==> src/rtl/tmcsq_pkg.sv <==
`default_nettype none
package tmcsq_pkg;
   // ***************************************************************
   // Register word addresses (one index per 32-bit register)
   // ***************************************************************
   localparam logic [3:0] ADDR_CONTROL   = 4'h0; // control_word
   localparam logic [3:0] ADDR_STATUS    = 4'h1; // status_word
   localparam logic [3:0] ADDR_SHADOW    = 4'h2; // count_shadow (read only)
   localparam logic [3:0] ADDR_RELOAD1   = 4'h3; // first_reload_value
   localparam logic [3:0] ADDR_RELOAD2   = 4'h4; // second_reload_value
   localparam logic [3:0] ADDR_MATCH     = 4'h5; // match_register_and_flag value
   localparam logic [3:0] ADDR_PRESCALE  = 4'h6; // prescaler state (read only)

   // ***************************************************************
   // Control word fields
   // ***************************************************************
   localparam int CW_RUN      = 0;   // soft_run_enable
   localparam int CW_CPE      = 1;   // counter_prescaler_enable
   localparam int CW_GATE_EN  = 2;   // gate_enable
   localparam int CW_MODE_LO  = 3;   // three-bit mode
   localparam int CW_OC_LO    = 6;   // two-bit output_control_field
   localparam int CW_EXT_CLK  = 8;   // pick external_count_clock
   localparam int CW_PRE_EN   = 9;   // counter clocked from prescaler
   localparam int CW_IE_LO    = 10;  // three-bit interrupt_mask_bits
   localparam int CW_WIDTH    = 13;

   // ***************************************************************
   // Status word fields
   // ***************************************************************
   localparam int SW_TIMEOUT  = 0;   // timeout_flag
   localparam int SW_GATE_EV  = 1;   // gate_event_flag
   localparam int SW_EQUAL    = 2;   // equal_event_flag
   localparam int SW_MATCH    = 3;   // compare match flag
   localparam int SW_GATE_LVL = 4;   // gate_level_flag
   localparam int SW_PIN      = 5;   // pin level flag
   localparam int SW_RUNNING  = 6;   // running flag

   // ***************************************************************
   // Modes, output controls, reset values
   // ***************************************************************
   localparam logic [2:0] MODE_CAPTURE = 3'h0;
   localparam logic [2:0] MODE_SQUARE  = 3'h1;
   localparam logic [2:0] MODE_VARDUTY = 3'h2;
   localparam logic [1:0] OC_OFF    = 2'h0;
   localparam logic [1:0] OC_TOGGLE = 2'h1;
   localparam logic [1:0] OC_LOW    = 2'h2;
   localparam logic [1:0] OC_HIGH   = 2'h3;
   localparam logic [7:0]  PRESCALE_RESET = 8'hff;
   localparam logic [15:0] COUNT_RESET    = 16'h0000;
   localparam logic [15:0] COUNT_ZERO     = 16'h0000;
endpackage
`default_nettype wire

==> src/rtl/tmcsq_timer.sv <==
`timescale 1ns/100ps
`default_nettype none

module tmcsq_timer (
   input  wire logic        clk,
   input  wire logic        rst,
   // Avalon-MM slave
   input  wire logic [3:0]  avs_address,
   input  wire logic        avs_read,
   input  wire logic        avs_write,
   input  wire logic [31:0] avs_writedata,
   output var  logic [31:0] avs_readdata,
   output var  logic        avs_waitrequest,
   // Pins
   input  wire logic        external_count_clock,
   input  wire logic        gate_input_n,
   output var  logic        timer_output_pin,
   output var  logic        irq_q
);

   // ***************************************************************
   // Registers and synchronisers
   // ***************************************************************
   logic [tmcsq_pkg::CW_WIDTH-1:0] control_word_q;   // Control word
   logic [15:0] first_reload_value_q;                // Reload one
   logic [15:0] second_reload_value_q;               // Reload two
   logic [15:0] match_value_q;                       // Compare value
   logic [15:0] count_q;                             // Live counter
   logic [15:0] count_shadow_q;                      // Readable copy
   logic [7:0]  prescale_q;                          // Prescaler
   logic        timeout_flag_q;                      // Sticky flags and match flag
   logic        gate_event_flag_q;
   logic        equal_event_flag_q;
   logic        match_flag_q;
   logic        running_q;                           // Running flag
   logic        loaded_q;                            // First load done
   logic        use_second_q;                        // Next load from two
   logic        pending_reload_q;                    // Timeout seen
   logic        half_q;                              // Half clock divider
   logic [1:0]  ext_sync_q;                          // External clock sync
   logic [1:0]  gate_sync_q;                         // Gate sync
   logic        ext_prev_q;                          // Edge detect
   logic        gate_prev_q;
   logic        pre_tick_q;                          // Prescaler falling out
   logic        shadow_go_q;                         // Shadow update strobe

   // Control decode
   logic [2:0] mode;
   logic [1:0] oc;
   logic [2:0] ie;
   logic       enabled;
   logic       gate_asserted;
   logic       cap_mode;
   logic       sq_mode;
   assign mode = control_word_q[tmcsq_pkg::CW_MODE_LO +: 3];
   assign oc   = control_word_q[tmcsq_pkg::CW_OC_LO +: 2];
   assign ie   = control_word_q[tmcsq_pkg::CW_IE_LO +: 3];
   assign enabled = control_word_q[tmcsq_pkg::CW_RUN] & control_word_q[tmcsq_pkg::CW_CPE];
   assign gate_asserted = ~gate_sync_q[1];
   assign cap_mode = (mode == tmcsq_pkg::MODE_CAPTURE);
   assign sq_mode  = (mode == tmcsq_pkg::MODE_SQUARE) |
                     (mode == tmcsq_pkg::MODE_VARDUTY);

   // Square modes run only with gate asserted when gate enable is set
   logic go;
   assign go = enabled & (cap_mode |
               (sq_mode & (~control_word_q[tmcsq_pkg::CW_GATE_EN] | gate_asserted)));

   // Output event decode, shared for match and timeout
   function automatic logic pin_next(input logic [1:0] ctl, input logic cur);
      case (ctl)
         tmcsq_pkg::OC_TOGGLE: pin_next = ~cur;
         tmcsq_pkg::OC_LOW:    pin_next = 1'b0;
         tmcsq_pkg::OC_HIGH:   pin_next = 1'b1;
         default:              pin_next = 1'b0;
      endcase
   endfunction

   // ***************************************************************
   // Input synchronisers
   // ***************************************************************
   // Two flops on each pin before any logic looks at it
   always_ff @(posedge clk or posedge rst) begin
      if (rst) begin
         ext_sync_q  <= 2'h0;
         gate_sync_q <= 2'h3;
      end else begin
         ext_sync_q  <= {ext_sync_q[0], external_count_clock};
         gate_sync_q <= {gate_sync_q[0], gate_input_n};
      end
   end

   // Edge history of synced levels
   always_ff @(posedge clk or posedge rst) begin
      if (rst) begin
         ext_prev_q  <= 1'b0;
         gate_prev_q <= 1'b1;
      end else begin
         ext_prev_q  <= ext_sync_q[1];
         gate_prev_q <= gate_sync_q[1];
      end
   end

   // ***************************************************************
   // Clock selection
   // ***************************************************************
   // Half system clock; its falling phase is the selected tick
   always_ff @(posedge clk or posedge rst) begin
      if (rst) begin
         half_q <= 1'b0;
      end else begin
         half_q <= ~half_q;
      end
   end

   logic sel_tick;     // Falling edge of selected clock
   logic cnt_tick;     // Falling edge of counter clock
   assign sel_tick = control_word_q[tmcsq_pkg::CW_EXT_CLK] ?
                     (ext_prev_q & ~ext_sync_q[1]) : half_q;
   assign cnt_tick = control_word_q[tmcsq_pkg::CW_PRE_EN] ? pre_tick_q : sel_tick;

   // Prescaler: stalls with the counter; wrap marks a counter tick
   always_ff @(posedge clk or posedge rst) begin
      if (rst) begin
         prescale_q <= tmcsq_pkg::PRESCALE_RESET;
         pre_tick_q <= 1'b0;
      end else begin
         pre_tick_q <= 1'b0;
         if (!go) begin
            if (!enabled) prescale_q <= tmcsq_pkg::PRESCALE_RESET;
         end else if (sel_tick) begin
            prescale_q <= prescale_q - 8'h01;
            pre_tick_q <= (prescale_q == 8'h00);
         end
      end
   end

   // ***************************************************************
   // Counter
   // ***************************************************************
   // Load on first tick after start, then count; reload after timeout.
   // Reload values are sampled on the tick itself, so a racing write
   // can land one period late.
   always_ff @(posedge clk or posedge rst) begin
      if (rst) begin
         count_q          <= tmcsq_pkg::COUNT_RESET;
         loaded_q         <= 1'b0;
         use_second_q     <= 1'b0;
         pending_reload_q <= 1'b0;
      end else if (!enabled) begin
         loaded_q         <= 1'b0;
         use_second_q     <= 1'b0;
         pending_reload_q <= 1'b0;
      end else if (go && cnt_tick) begin
         if (!loaded_q || pending_reload_q) begin
            loaded_q         <= 1'b1;
            pending_reload_q <= 1'b0;
            if (use_second_q && mode == tmcsq_pkg::MODE_VARDUTY) begin
               count_q <= second_reload_value_q;
            end else begin
               count_q <= first_reload_value_q;
            end
            // Duty mode alternates loads after each timeout
            if (loaded_q && mode == tmcsq_pkg::MODE_VARDUTY) begin
               use_second_q <= ~use_second_q;
            end else if (!loaded_q) begin
               use_second_q <= 1'b1;
            end
         end else begin
            count_q <= count_q - 16'h0001;
            if (count_q == 16'h0001) pending_reload_q <= 1'b1;
         end
      end
   end

   // Strobe one cycle after a counter tick to refresh the shadow
   always_ff @(posedge clk or posedge rst) begin
      if (rst) begin
         shadow_go_q <= 1'b0;
      end else begin
         shadow_go_q <= go & cnt_tick;
      end
   end

   // Shadow copy frozen while gate event is set in capture mode
   always_ff @(posedge clk or posedge rst) begin
      if (rst) begin
         count_shadow_q <= tmcsq_pkg::COUNT_RESET;
      end else if (shadow_go_q && !(cap_mode && gate_event_flag_q)) begin
         count_shadow_q <= count_q;
      end
   end

   // ***************************************************************
   // Events, flags and output pin
   // ***************************************************************
   logic eq_ev;      // Counter just reached compare
   logic to_ev;      // Counter just reached zero
   logic gate_ev;    // Gate event this cycle
   logic stat_wr;    // Status write strobe
   assign eq_ev = shadow_go_q & loaded_q & (count_q == match_value_q);
   assign to_ev = shadow_go_q & loaded_q & (count_q == tmcsq_pkg::COUNT_ZERO);
   assign gate_ev = enabled & control_word_q[tmcsq_pkg::CW_GATE_EN] &
                    (cap_mode ? (~gate_prev_q & gate_sync_q[1])
                              : (sq_mode & ~gate_prev_q & gate_sync_q[1]));
   // Clear only at the completing edge, so an event that lands in the wait cycle is cleared as well
   assign stat_wr = avs_write & ~avs_waitrequest & (avs_address == tmcsq_pkg::ADDR_STATUS);

   // Sticky flags: set wins over write-one clear
   always_ff @(posedge clk or posedge rst) begin
      if (rst) begin
         timeout_flag_q     <= 1'b0;
         gate_event_flag_q  <= 1'b0;
         equal_event_flag_q <= 1'b0;
      end else begin
         if (to_ev) timeout_flag_q <= 1'b1;
         else if (stat_wr && avs_writedata[tmcsq_pkg::SW_TIMEOUT]) timeout_flag_q <= 1'b0;
         if (gate_ev) gate_event_flag_q <= 1'b1;
         else if (stat_wr && avs_writedata[tmcsq_pkg::SW_GATE_EV]) gate_event_flag_q <= 1'b0;
         if (eq_ev) equal_event_flag_q <= 1'b1;
         else if (stat_wr && avs_writedata[tmcsq_pkg::SW_EQUAL]) equal_event_flag_q <= 1'b0;
      end
   end

   // Match flag set on compare, cleared on timeout or stop
   always_ff @(posedge clk or posedge rst) begin
      if (rst) begin
         match_flag_q <= 1'b0;
      end else if (eq_ev) begin
         match_flag_q <= 1'b1;
      end else if (to_ev || !enabled) begin
         match_flag_q <= 1'b0;
      end
   end

   // Running flag follows start and gate pause
   always_ff @(posedge clk or posedge rst) begin
      if (rst) begin
         running_q <= 1'b0;
      end else begin
         running_q <= go;
      end
   end

   // Output pin; compare events only move it in capture mode
   always_ff @(posedge clk or posedge rst) begin
      if (rst) begin
         timer_output_pin <= 1'b0;
      end else if (!enabled || oc == tmcsq_pkg::OC_OFF) begin
         timer_output_pin <= 1'b0;
      end else if (to_ev || (eq_ev && cap_mode)) begin
         timer_output_pin <= pin_next(oc, timer_output_pin);
      end
   end

   // Interrupt request from masked sticky flags
   always_ff @(posedge clk or posedge rst) begin
      if (rst) begin
         irq_q <= 1'b0;
      end else begin
         irq_q <= |(ie & {equal_event_flag_q, gate_event_flag_q, timeout_flag_q});
      end
   end

   // ***************************************************************
   // Avalon-MM slave
   // ***************************************************************
   // Waitrequest high on idle, dropped one cycle after a request
   always_ff @(posedge clk or posedge rst) begin
      if (rst) begin
         avs_waitrequest <= 1'b1;
      end else begin
         avs_waitrequest <= ~((avs_read | avs_write) & avs_waitrequest);
      end
   end

   logic acc;   // Access completes this edge
   assign acc = ~avs_waitrequest;

   // Writable registers; control only sane while stopped
   always_ff @(posedge clk or posedge rst) begin
      if (rst) begin
         control_word_q        <= '0;
         first_reload_value_q  <= 16'h0000;
         second_reload_value_q <= 16'h0000;
         match_value_q         <= 16'h0000;
      end else if (avs_write && acc) begin
         case (avs_address)
            tmcsq_pkg::ADDR_CONTROL: control_word_q <= avs_writedata[tmcsq_pkg::CW_WIDTH-1:0];
            tmcsq_pkg::ADDR_RELOAD1: first_reload_value_q  <= avs_writedata[15:0];
            tmcsq_pkg::ADDR_RELOAD2: second_reload_value_q <= avs_writedata[15:0];
            tmcsq_pkg::ADDR_MATCH:   match_value_q <= avs_writedata[15:0];
            default: ;
         endcase
      end
   end

   // Read mux registered in the wait cycle; unmapped reads zero
   always_ff @(posedge clk or posedge rst) begin
      if (rst) begin
         avs_readdata <= 32'h0000_0000;
      end else begin
         case (avs_address)
            tmcsq_pkg::ADDR_CONTROL: avs_readdata <= {19'h0, control_word_q};
            tmcsq_pkg::ADDR_STATUS:  avs_readdata <= {25'h0, running_q, timer_output_pin,
               gate_sync_q[1], match_flag_q, equal_event_flag_q,
               gate_event_flag_q, timeout_flag_q};
            tmcsq_pkg::ADDR_SHADOW:  avs_readdata <= {16'h0, count_shadow_q};
            tmcsq_pkg::ADDR_RELOAD1: avs_readdata <= {16'h0, first_reload_value_q};
            tmcsq_pkg::ADDR_RELOAD2: avs_readdata <= {16'h0, second_reload_value_q};
            tmcsq_pkg::ADDR_MATCH:   avs_readdata <= {16'h0, match_value_q};
            tmcsq_pkg::ADDR_PRESCALE: avs_readdata <= {24'h0, prescale_q};
            default: avs_readdata <= 32'h0000_0000;
         endcase
      end
   end

endmodule
`default_nettype wire

==> config.mk <==
export PLATFORM = sky130hd
export DESIGN_NAME = tmcsq_timer
export DESIGN_NICKNAME = d
export VERILOG_FILES = /design/src/rtl/tmcsq_pkg.sv /design/src/rtl/tmcsq_timer.sv
export SDC_FILE = /design/constraint.sdc
export NUM_CORES = 1
export LEC_CHECK = 0
export ABC_CLOCK_PERIOD_IN_PS = 5760
export CELL_PAD_IN_SITES_DETAIL_PLACEMENT = 0
export CELL_PAD_IN_SITES_GLOBAL_PLACEMENT = 1
export CORE_MARGIN = 2
export CORE_UTILIZATION = 35
export DETAILED_ROUTE_END_ITERATION = 10
export DONT_BUFFER_PORTS = 1
export PLACE_DENSITY = 0.6
export SLEW_MARGIN = 40
export SYNTH_ARGS = -nofsm -noshare
export SYNTH_HDL_FRONTEND = slang
export SYNTH_SLANG_ARGS = --single-unit
==> constraint.sdc <==
create_clock -name clk -period 5.76 [get_ports clk]
set_clock_uncertainty 0.15 [all_clocks]
set_input_delay 0.288 -clock clk [delete_from_list [all_inputs] [get_ports clk]]
set_output_delay 0.288 -clock clk [all_outputs]
set_load 0.005 [all_outputs]
==> results of run 1 <==
area by class of cell:
| type | instances | area, µm² |
|---|---|---|
| sequential | 137 | 3440 |
| tap | 234 | 293 |
| fill | 1775 | 10900 |
| clock inverter | 12 | 148 |
| inverter | 13 | 53.8 |
| timing repair buffer | 31 | 297 |
| multi-input combinational | 406 | 2930 |
| clock buffer | 20 | 467 |
report_power, final:
group / internal (mW) / switching, mW / total, mW / leakage (nW)
registers: 1.13 / 0.186 / 1.31 / 1.77
logic: 0.245 / 0.281 / 0.526 / 1.28
clock network: 0.712 / 0.411 / 1.12 / 0.302
total: 2.08 / 0.878 / 2.96 / 3.35
how the worst max path moves through the flow:
stage                            end  cells past startpoint
floorplan            avs_readdata[0]                      1
CTS                 timer_output_pin                      8
finish              timer_output_pin                      8
global placement    timer_output_pin                      8
global route        timer_output_pin                      8
detailed placement  timer_output_pin                      8
sequential cells by signal, summed over array words and instances, names as in the netlist, 2 cells and up:
| register | count |
|---|---|
| gate_sync_q | 2 |
| ext_sync_q | 2 |
| match_value_q | 16 |
| second_reload_value_q | 16 |
| first_reload_value_q | 16 |
| count_shadow_q | 16 |
| prescale_q | 8 |
| count_q | 16 |
| control_word_q | 13 |
| avs_readdata | 16 |
repair_timing:
item / 4_1_cts / 5_1_grt
setup buffers: 0 / 0
hold endpoints to repair: 137 / 0
hold buffers: 24 / 0
Yosys cell counts (3+ instances only):
master    instances
nand2_1          62
mux2_1            6
nor2b_1           6
a22oi_1          22
or4_1             4
o21ai_1           4
o22ai_1           4
nand3_1          18
a222oi_1          6
a21oi_1          25
nand3b_1          3
a221oi_1          6
mux2_2           73
inv_1            13
xor2_1           11
nand2b_1          5
nor3_1           20
clkbuf_1         26
dfrtp_1         125
buf_6             3
ha_1              4
dfstp_2          12
and2_1            3
o21ai_0          19
or3_1             6
buf_4            16
xnor2_1           7
o32ai_1           3
nor4_1            4
mux2i_1          12
buf_1             4
nor2_1           19
logic make-up after synthesis:
kind of cell	synth area share
and+or+nand+nor	0.125
DFF	0.523
AOI/OAI and AO/OA	0.118
muxes	0.153
buffers and inverters	0.0486
xor gates and xnor gates	0.0239
adders and majority gates	0.00760
other	0.000569
per-layer routing:
| metal | global-route usage | wire length, µm | vias up |
|---|---|---|---|
| met3 | 0.0428 | 849 | 13 |
| li1 | - | - | 2161 |
| met5 | 0 | 0 | - |
| met4 | 0.0521 | 196 | 0 |
| met2 | 0.290 | 8480 | 127 |
| met1 | 0.265 | 8390 | 2433 |
==> results list, run 1 <==
* Per-instance average area after synthesis: 11.1 µm²
- Path category of the worst min-delay check: input port to flip-flop
* Place WS: 2.76 ns
- The H-tree was split into 4 levels.
- After global routing the overflow that remains totals 0.
- After clock tree synthesis, the clock-pin slew on the worst setup and hold paths is 0.06 ns.
* Global routing usage summed across all routing layers: 0.187
- Detailed-route via count: 4734
* FP Rows: 50
- The worst setup path is launched from a flip-flop.
* Library cell occupying the most area in the post-synthesis netlist: dfrtp_1
- Final #Nets: 652
* HPWL reported at the end of detailed placement: 11.8 mm
- STA classifies the critical path endpoint as a flip-flop.
- Result of the run: finished clean
* Area of the mapped netlist: 6590 µm²
* Initial antenna violation count: 0
* Number of gates resized after cts: 0
- Counting cells, the worst reg-to-reg path comes to 8.
* Share of synthesized area occupied by flip-flops and latches: 0.523
- Cell Chain, Critical Path: inv_1 -> ha_1 -> or3b_2 -> or3_1 -> o31ai_4 -> a21oi_2 -> or4b_1 -> o211ai_1
- CTS placed an instance of clkbuf_16 at the clock tree root.
- Non-filler cells, final: 853
- Total negative slack: 0 ns
- The core region is 18600 µm².
- Number of max-cap violations: 0
* Count of cells along the worst hold path: 2
* Part of the cycle the worst path needs: 0.525
* Most used DFF post-synth: dfrtp_1
* Detail Route Antenna Nets: 0
- During synthesis, Yosys emitted a total of 0 warnings.
* Beginning of the worst register-to-register path: count_q[0]
* Post-route worst hold slack: 0.0474 ns
* Worst hold path startpoint: avs_address[3]
- Required time of the worst setup path: 5.94 ns
- Slack of the critical path: 2.74 ns
- Measured against its own limit, the worst slew margin works out to 0.437.
- The library cells used most frequently in the layout, excluding fill and tap cells, are 125 x dfrtp_1, 73 x mux2_2, 58 x nand2_1.
- Setup repair after global routing missed its margin: no
- Number of failing setup endpoints in the final timing report: 0
* Vias per cell: 5.55
- Number of placed I/O pins: 77
- Fin area: 7630 µm²
* Number of placed cells counting well taps: 797
- Number of buffer and inverter instances along the worst setup path: 1
- Total power density per cell area: 388 nW/µm²
* Initial cell density of the core: 0.354
- Vias in the first global route: 4696
- By area the synthesized netlist is led by dfrtp_1 47%, mux2_2 12%, dfstp_2 4.8%.
- End point of the worst hold path: avs_readdata[1]
* CTS buffer count: 17
- Growth of design area from synthesis to finish: 15.9%
- In this run the horizontal extent of the chip is 141 µm.
- At the end of the flow the core is filled with cells to 0.411.
- Share of flip-flops with an asynchronous set or reset: 1.00
* Crit-path max FO: 8
* CTS tree: yes
* Distinct cell type count after synthesis: 63
- Global placement routability congestion: 0.784
* Largest voltage drop on the vdd net: 0.000212 V
- By startpoint and endpoint, the worst setup path is classified as flip-flop to flip-flop.
* Final count of pins violating max slew: 0
- On the worst path, the slowest cell contributes a delay of 0.55 ns.
- Total power: 2.96 mW
* Global-route wire length before repair: 28.0 mm
* Port-buffer cells: 0
* Die area: 19900 µm²
* Routed wire length: 17.9 mm
- For the worst setup path, the data arrival time is 3.21 ns.
- 0 antenna diodes ended up in the layout.
- Yosys mapped a number of flops with a built-in enable equal to 0.
* Register bit count reported by yosys: 137
- In this run the deepest clock path goes through 2 buffers.
- Internal reg-to-reg setup slack: 2.74 ns
- CTS saw 137 sinks.
- Synthesized instance count: 591
- Final critical delay including setup and external delays: 3.02 ns
- Dividing the detail-routed wire length by the instance count gives 21.0 µm.
- The most critical setup path has its startpoint at count_q[0].
- The share of synthesized area in the top cell type comes to 0.475.
* Share of cells above drive strength 1: 0.225
- In this run, the number of DRC markers left after iteration 0 of detailed routing was 333.
- Total count of hold-check failures in the final report: 0
- Maximum clock frequency: 331 MHz
* Endpoint of the most critical register-to-register path: timer_output_pin
* Top Family by Delay on Critical Path: simple AND/OR/NAND/NOR gates
* Cell Area, Placed: 6780 µm²
- Entering global routing, the biggest net connects 72 pins.
- For this design, the slowest cell found on the critical path is or3b_2.
- Least-Margin Pin Slew: 0.837 ns
- After detailed routing, the number of remaining DRC violations is 0.
- In this run the static leakage power is 3.35 nW.
- Total iterations of the first detailed-routing run: 6
* Die Ht: 141 µm
- Clk_lat worst skew: 0.42 ns
- Most common library cell in the layout ignoring fill and taps: dfrtp_1
Note: power is estimated with default switching activity, not from simulation.
==> run 2: changes to the inputs <==
--- a/config.mk
+++ b/config.mk
@@ -5,14 +5,14 @@
 export SDC_FILE = /design/constraint.sdc
 export NUM_CORES = 1
 export LEC_CHECK = 0
-export ABC_CLOCK_PERIOD_IN_PS = 5760
+export ABC_CLOCK_PERIOD_IN_PS = 2730
 export CELL_PAD_IN_SITES_DETAIL_PLACEMENT = 0
 export CELL_PAD_IN_SITES_GLOBAL_PLACEMENT = 1
 export CORE_MARGIN = 2
 export CORE_UTILIZATION = 35
 export DETAILED_ROUTE_END_ITERATION = 10
 export DONT_BUFFER_PORTS = 1
-export PLACE_DENSITY = 0.6
+export PLACE_DENSITY = 0.63
 export SLEW_MARGIN = 40
 export SYNTH_ARGS = -nofsm -noshare
 export SYNTH_HDL_FRONTEND = slang
==> constraint.sdc (replaced) <==
create_clock -name clk -period 2.73 [get_ports clk]
set_clock_uncertainty 0.15 [all_clocks]
set_input_delay 0.1365 -clock clk [delete_from_list [all_inputs] [get_ports clk]]
set_output_delay 0.1365 -clock clk [all_outputs]
set_load 0.005 [all_outputs]
==> run 2 against run 1 <==
Effect of this change:
- fmax grew 15%
- hold slack lost 0.032 ns
- sequential share of layout area shrank 1.5 points
- routed wire length grew 2.5%
- power grew 120%
- highest routed layer unchanged
==> results list, run 2 (synthesis gave the netlist of run 1 again) <==
* Result of the run: finished clean
* Nature of the critical path startpoint: flip-flop
- The actual transition at the worst max-transition pin was 0.740 ns (-0.0970 ns).
* Port-buffer cells: 0 (unchanged)
- The worst-case setup margin in the final layout was 0.0900 ns (-2.65 ns).
- Clock-pin slew on the worst setup and hold paths: 0.06 ns (about the same)
- Detailed-route via count: 4833 (+2.1%)
* Clk_lat worst skew: 0.42 ns (about the same)
* Crit-path max FO: 4 (-4)
- Number of violations reported at the end of detailed-routing iteration 0: 309 (-7.2%)
- Kind of end point of the critical path: flip-flop
* Drc violations: 0 (unchanged)
* Fin area: 7900 µm² (+3.4%)
- The global-route wire length before repair came to 29.1 mm (+3.9%).
- The all-layer global routing usage came to 0.194 (+0.00704).
- Int Power: 4.57 mW (+120%)
* Buffers from clock root to sink, at most: 2 (unchanged)
- Cell Area, Placed: 6980 µm² (+3.0%)
- The delay of the slowest critical-path stage came to 0.48 ns (-0.07 ns).
- Most common library cell in the layout ignoring fill and taps: dfrtp_1
- Final #Nets: 681 (+4.4%)
* Worst setup path category: flip-flop to flip-flop
* Place WS: 0.0441 ns (-2.72 ns)
- Initial cell density of the core: 0.354 (unchanged)
* Largest net degree at the start of global routing: 138 (+92%)
- Multi-input logic area: 2920 µm² (-0.38%)
- The placeable core region is 18600 µm² (unchanged).
- The minimum period implied by the final worst setup slack came to 2.64 ns (-0.385 ns).
* Setup repair after global routing missed its margin: no
- Chip Width: 141 µm (unchanged)
* Total count of hold-check failures in the final report: 0 (unchanged)
- The height of the die came to 141 µm (unchanged).
- Sequential power share: 0.419 (-0.024)
* Final Util: 0.425 (+0.0140)
* Number of placed I/O pins: 77 (unchanged)
- Die area: 19900 µm² (unchanged)
- The average vias per placed instance came to 5.49 (-1.0%).
- The sum of routed wire length over all layers came to 18.4 mm (+2.5%).
- CTS buffer count: 17 (unchanged)
- Total power density per cell area: 817 nW/µm² (+110%)
- Required time of the worst setup path: 2.91 ns (-3.03 ns)
* Total iterations of the first detailed-routing run: 7 (+1)
* Combinational Power Share: 0.210 (+0.032)
* Worst hold path startpoint: avs_address[1]
* Vias in the first global route: 4985 (+6.2%)
- Largest voltage drop on the vdd net: 0.000365 V (+72%)
- Path category of the worst min-delay check: input port to flip-flop
- The critical path goes through inv_1 -> ha_4 -> or3b_2 -> or3_4 -> o31ai_4 -> a21oi_2 -> or4b_1 -> o211ai_1.
- Clock network fraction of total power: 0.371 (-0.008)
- Antenna diode instance count: 0 (unchanged)
* Number of failing setup endpoints in the final timing report: 0 (unchanged)
- Part of the cycle the worst path needs: 0.967 (+0.442)
- Growth of design area from synthesis to finish: 19.9%
- Number of fill cells in the layout: 1751 (-1.4%)
- Max transition margin: 0.505 (+0.0677)
- The total number of placement rows was 50 (unchanged).
- The max-cap check violation count was 0 (unchanged).
- The total number of H-tree levels was 4 (unchanged).
- Total power: 6.45 mW (+120%)
- In this run the critical register-to-register path is launched from count_q[1].
- Lkg Pwr: 3.50 nW (+4.4%)
- Global placement routability congestion: 0.856 (+9.1%)
* Worst Reg2Reg Path Length in Cells: 8 (unchanged)
- Count of cells along the worst hold path: 4 (+2)
- The power dissipated by switching net loads is 1.88 mW (+110%).
- Grt ovf: 0 (unchanged)
- CTS placed an instance of clkbuf_16 at the clock tree root.
- Final count of pins violating max slew: 0 (unchanged)
- Internal reg-to-reg setup slack: 0.09 ns (-2.65 ns)
- Share of total power consumed by net switching: 0.292 (-0.00498)
- The worst path arrival time came to 2.82 ns (-0.39 ns).
* Crit-path slowest cell: or4b_1
- The share of cells above drive strength 1 was 0.246 (+0.0216).
* CTS tree: yes
- The endpoint identified for the worst register-to-register timing path is timer_output_pin.
* Detail Route Antenna Nets: 0 (unchanged)
- The number of antenna violations at the first check in global routing is 0 (unchanged).
- Total clock sinks: 137 (unchanged)
- The placed wire-length estimate was 12.6 mm (+6.2%).
* Top library cells by usage in the layout, fill and taps aside: 125 x dfrtp_1, 73 x mux2_2, 62 x nand2_1
- End point of the worst hold path: avs_readdata[6]
- Total negative slack: 0 ns (unchanged)
- Footprint of the flip-flops and latches: 3440 µm² (unchanged)
- The average detailed-routed wire length per instance is 20.9 µm (-0.64%).
- Maximum clock frequency: 379 MHz (+15%)
==> run 2: cell types whose count changed in the layout (fill, tap and decap cells not counted), moves of 2 or more <==
cell / before / now
nand2_2: 4 / 0
clkinv_2: 5 / 2
clkbuf_8: 3 / 5
buf_12: 0 / 3
clkinv_4: 2 / 0
buf_4: 6 / 31
nand2_1: 58 / 62
==> run 2: per-stage QoR <==
step	hold WS, ns	instances
finish	0.0156	880
global route	0.0245	880
CTS	0.000501	878
detailed placement	-0.00891	823
global placement	-0.00894	823
floorplan	-0.00902	606
==> run 2: critical path: cells and delay by family, from the launching register on <==
kind,cells,cell delay (ns)
flip-flops,1,0.40
AND/OR/NAND/NOR,3,1.31
adder cells (fa/ha/maj),1,0.14
buffers and inverters,1,0.11
AO/OA/AOI/OAI,3,0.43
==> run 2: worst max-delay path by stage <==
stage | from | to | slack [ns]
final | count_q[1] | timer_output_pin | 0.09
after global routing | count_q[0] | timer_output_pin | 0.005
after CTS | count_q[1] | timer_output_pin | 0.03
after detailed placement | count_q[1] | timer_output_pin | 0.04
after global placement | count_q[1] | timer_output_pin | 0.13
after floorplan | count_q[4] | timer_output_pin | 0.06
==> run 2: final cells by class <==
class | count | share of cell area
Sequential cell | 137 | 0.436
Inverter | 13 | 0.00666
Tap cell | 234 | 0.0371
Multi-Input combinational cell | 406 | 0.370
Clock inverter | 7 | 0.0146
Clock buffer | 23 | 0.0631
Timing Repair Buffer | 60 | 0.0723
==> run 2: repair_timing <==
item / in CTS / in global routing
setup buffers: 0 / 1
gates resized for setup: 0 / 3
hold buffers: 25 / 0
hold endpoints to repair: 200 / 0
setup endpoints to repair: 0 / 2
==> run 2: metal layers <==
layer / vias up / global-route usage / part of all wire
li1: 2215 / - / -
met1: 2459 / 0.266 / 0.46
met2: 130 / 0.302 / 0.47
met3: 29 / 0.0455 / 0.049
met4: 0 / 0.0695 / 0.022
met5: - / 0 / 0
==> run 2: power by group through the flow <==
stage / clock network [mW] / registers (mW) / logic, mW
after floorplan: 0 / 2.63 / 0.955
after global placement: 0 / 2.72 / 1.26
after detailed placement: 0 / 2.73 / 1.27
after CTS: 2.44 / 2.70 / 1.33
after global routing: 2.52 / 2.75 / 1.50
final: 2.39 / 2.70 / 1.35
==> run 3: changes to the inputs <==
--- a/config.mk
+++ b/config.mk
@@ -13,6 +13,7 @@
 export DETAILED_ROUTE_END_ITERATION = 10
 export DONT_BUFFER_PORTS = 1
 export PLACE_DENSITY = 0.63
+export RECOVER_POWER = 50
 export SLEW_MARGIN = 40
 export SYNTH_ARGS = -nofsm -noshare
 export SYNTH_HDL_FRONTEND = slang
==> run 3 against run 2 <==
Effect of this change:
- hold slack improved by 0.00056 ns
- global-route usage is the same
- largest cell class unchanged
- highest routed layer unchanged
- sequential cell count is the same
- die area is the same
- clock power barely moved
- largest power group unchanged
- routed wire length about the same
- non-clock buffer count is the same
==> results list, run 3 (synthesis gave the netlist of run 1 again) <==
* Final critical delay including setup and external delays: 2.66 ns (+0.0171 ns)
- The delay of the slowest critical-path stage was 0.49 ns (about the same).
* Nature of the critical path startpoint: flip-flop
* Number of failing setup endpoints in the final timing report: 0 (unchanged)
- Crit-path max FO: 4 (unchanged)
- The number of antenna violations at the first check in global routing came to 0 (unchanged).
- Number of placed I/O pins: 77 (unchanged)
- Chip Width: 141 µm (unchanged)
* Die Ht: 141 µm (unchanged)
* Routed len/inst: 20.9 µm (about the same)
* Worst Reg2Reg Path Length in Cells: 8 (unchanged)
- Source of the critical timing path: count_q[1]
- Least-Margin Pin Slew: 1.10 ns (+0.360 ns)
- Total count of hold-check failures in the final report: 0 (unchanged)
- Critical path endpoint: timer_output_pin
* Buffers from clock root to sink, at most: 2 (unchanged)
- The sum of routed wire length over all layers was 18.4 mm (about the same).
- The pre-CTS setup slack came to 0.0441 ns (unchanged).
* Total power density per cell area: 819 nW/µm² (+0.31%)
- The placed wire-length estimate is 12.6 mm (unchanged).
- In the layout the commonest cells are 125 x dfrtp_1, 73 x mux2_2, 62 x nand2_1.
- Initial cell density of the core: 0.354 (unchanged)
* Vias in the first global route: 4985 (unchanged)
- The fraction of the cycle the final worst path needs came to 0.973 (+0.00627).
- The total iterations of the first detailed-routing run came to 5 (-2).
- Die area: 19900 µm² (unchanged)
* Vias per cell: 5.48 (-0.25%)
* CTS buffer count: 17 (unchanged)
- Path category of the worst min-delay check: input port to flip-flop
- Lkg Pwr: 3.48 nW (-0.36%)
* Share of cells above drive strength 1: 0.245 (-0.00155)
- Largest net degree at the start of global routing: 138 (unchanged)
- Worst setup path category: flip-flop to flip-flop
* Clock-pin slew on the worst setup and hold paths: 0.06 ns (about the same)
- Detail Route Antenna Nets: 0 (unchanged)
- The total number of placement rows is 50 (unchanged).
- Max transition margin: 0.266 (-0.239)
* Setup repair after global routing missed its margin: no
* Growth of design area from synthesis to finish: 19.4%
- Kind of end point of the critical path: flip-flop
- The final count of pins violating max slew came to 0 (unchanged).
- Port-buffer cells: 0 (unchanged)
- Final Util: 0.423 (-0.00168)
* CTS Root Cell: clkbuf_16
- Endpoint of the most critical register-to-register path: timer_output_pin
- The detailed router's first-iteration violation count was 309 (unchanged).
- Detailed-route via count: 4821 (-0.25%)
- Met1 wire length: 8.40 mm (+0.29%)
- The worst-case setup margin in the final layout is 0.0729 ns (-0.0171 ns).
- Beginning of the worst register-to-register path: count_q[1]
- Post-route worst hold slack: 0.0161 ns (+0.000557 ns)
- The all-layer global routing usage came to 0.194 (unchanged).
* Result of the run: finished clean
* Total power: 6.44 mW (about the same)
* Grt ovf: 0 (unchanged)
* CTS tree: yes
- Global-route wire length before repair: 29.1 mm (unchanged)
- Walking the worst path, the cells encountered are inv_1 -> ha_4 -> or3b_2 -> or3_4 -> o31ai_4 -> a21oi_2 -> or4b_1 -> o211ai_1.
- The worst-case register-to-register setup slack is 0.07 ns (-0.02 ns).
- Final #Nets: 681 (unchanged)
- The total number of clock tree sinks was 137 (unchanged).
- The top achievable clock speed was 376 MHz (-0.64%).
- The setup TNS was 0 ns (unchanged).
- The clock insertion delay at the later pin of the skew report was 0.42 ns (about the same).
- The met2 routed wirelength came to 8.66 mm (about the same).
* Area of the placeable core: 18600 µm² (unchanged)
- The worst path arrival time was 2.84 ns (+0.02 ns).
* Number of max-cap violations: 0 (unchanged)
* Drc violations: 0 (unchanged)
* Crit-path slowest cell: or4b_1
- Global placement routability congestion: 0.856 (unchanged)
* Antenna diode instance count: 0 (unchanged)
- Largest voltage drop on the vdd net: 0.000365 V (about the same)
- The required time of the critical path is 2.91 ns (about the same).
- The total number of H-tree levels was 4 (unchanged).
- Top routing layer in use: met4
- The library cell used most frequently in the layout, excluding fill and tap cells, is dfrtp_1.
- Amount of wire on met3 after detailed routing: 901 µm (-0.33%)
-- run 3: cell count changes in the layout (fill, tap and decap cells not counted) --
| cell | delta |
|---|---|
| buf_16 | -1 |
| dfstp_2 | -1 |
| dfstp_1 | +1 |
| buf_12 | -1 |
| clkbuf_2 | +1 |
| buf_6 | +1 |
-- run 3: how the worst min path moves through the flow --
stage,startpoint,endpoint,slack (ns),cells after the start
6_report,avs_address[1],avs_readdata[6],0.02,4
5_1_grt,avs_address[1],avs_readdata[7],0.02,3
4_1_cts,avs_address[1],avs_readdata[6],0.0005,4
3_5_place_dp,gate_input_n,gate_sync_q[0],-0.009,0
3_3_place_gp,gate_input_n,gate_sync_q[0],-0.009,0
2_1_floorplan,gate_input_n,gate_sync_q[0],-0.009,0
-- run 3: metrics by stage --
step | cell area, µm² | instances
2_1_floorplan | 6650 | 606
3_3_place_gp | 6980 | 823
3_5_place_dp | 6980 | 823
4_1_cts | 7840 | 878
5_1_grt | 7860 | 880
6_report | 7860 | 880
-- run 3: power breakdown --
part	total, mW	switching (mW)	internal [mW]	leakage, nW
Sequential	2.70	0.325	2.38	1.77
Clock	2.39	0.849	1.54	0.297
Combinational	1.35	0.705	0.643	1.42
Total	6.44	1.88	4.56	3.48
-- run 3: layout make-up --
| type | instances | area [µm²] |
|---|---|---|
| fill | 1755 | 10700 |
| sequential | 137 | 3440 |
| multi-input combinational | 406 | 2920 |
| timing repair buffer | 60 | 539 |
| clock buffer | 23 | 498 |
| tap | 234 | 293 |
| clock inverter | 7 | 115 |
| inverter | 13 | 52.6 |
-- run 3: worst max-delay path, delay by kind of cell, from the launching register on --
family	cells	cell delay, ns
simple gates	3	1.32
fa+ha+maj	1	0.14
buf+inv	1	0.11
flops	1	0.40
compound gates	3	0.43
-- run 3: what timing repair did --
item / 4_1_cts / 5_1_grt
gates resized for setup: 0 / 3
buffers inserted: 0 / 1
hold buffers: 25 / 0
hold endpoints to repair: 200 / 0
setup endpoints to repair: 0 / 2
-- run 3: metal layers --
layer | vias up | track usage
met5 | - | 0
met1 | 2451 | 0.266
met4 | 0 | 0.0695
met2 | 125 | 0.302
li1 | 2216 | -
met3 | 29 | 0.0455
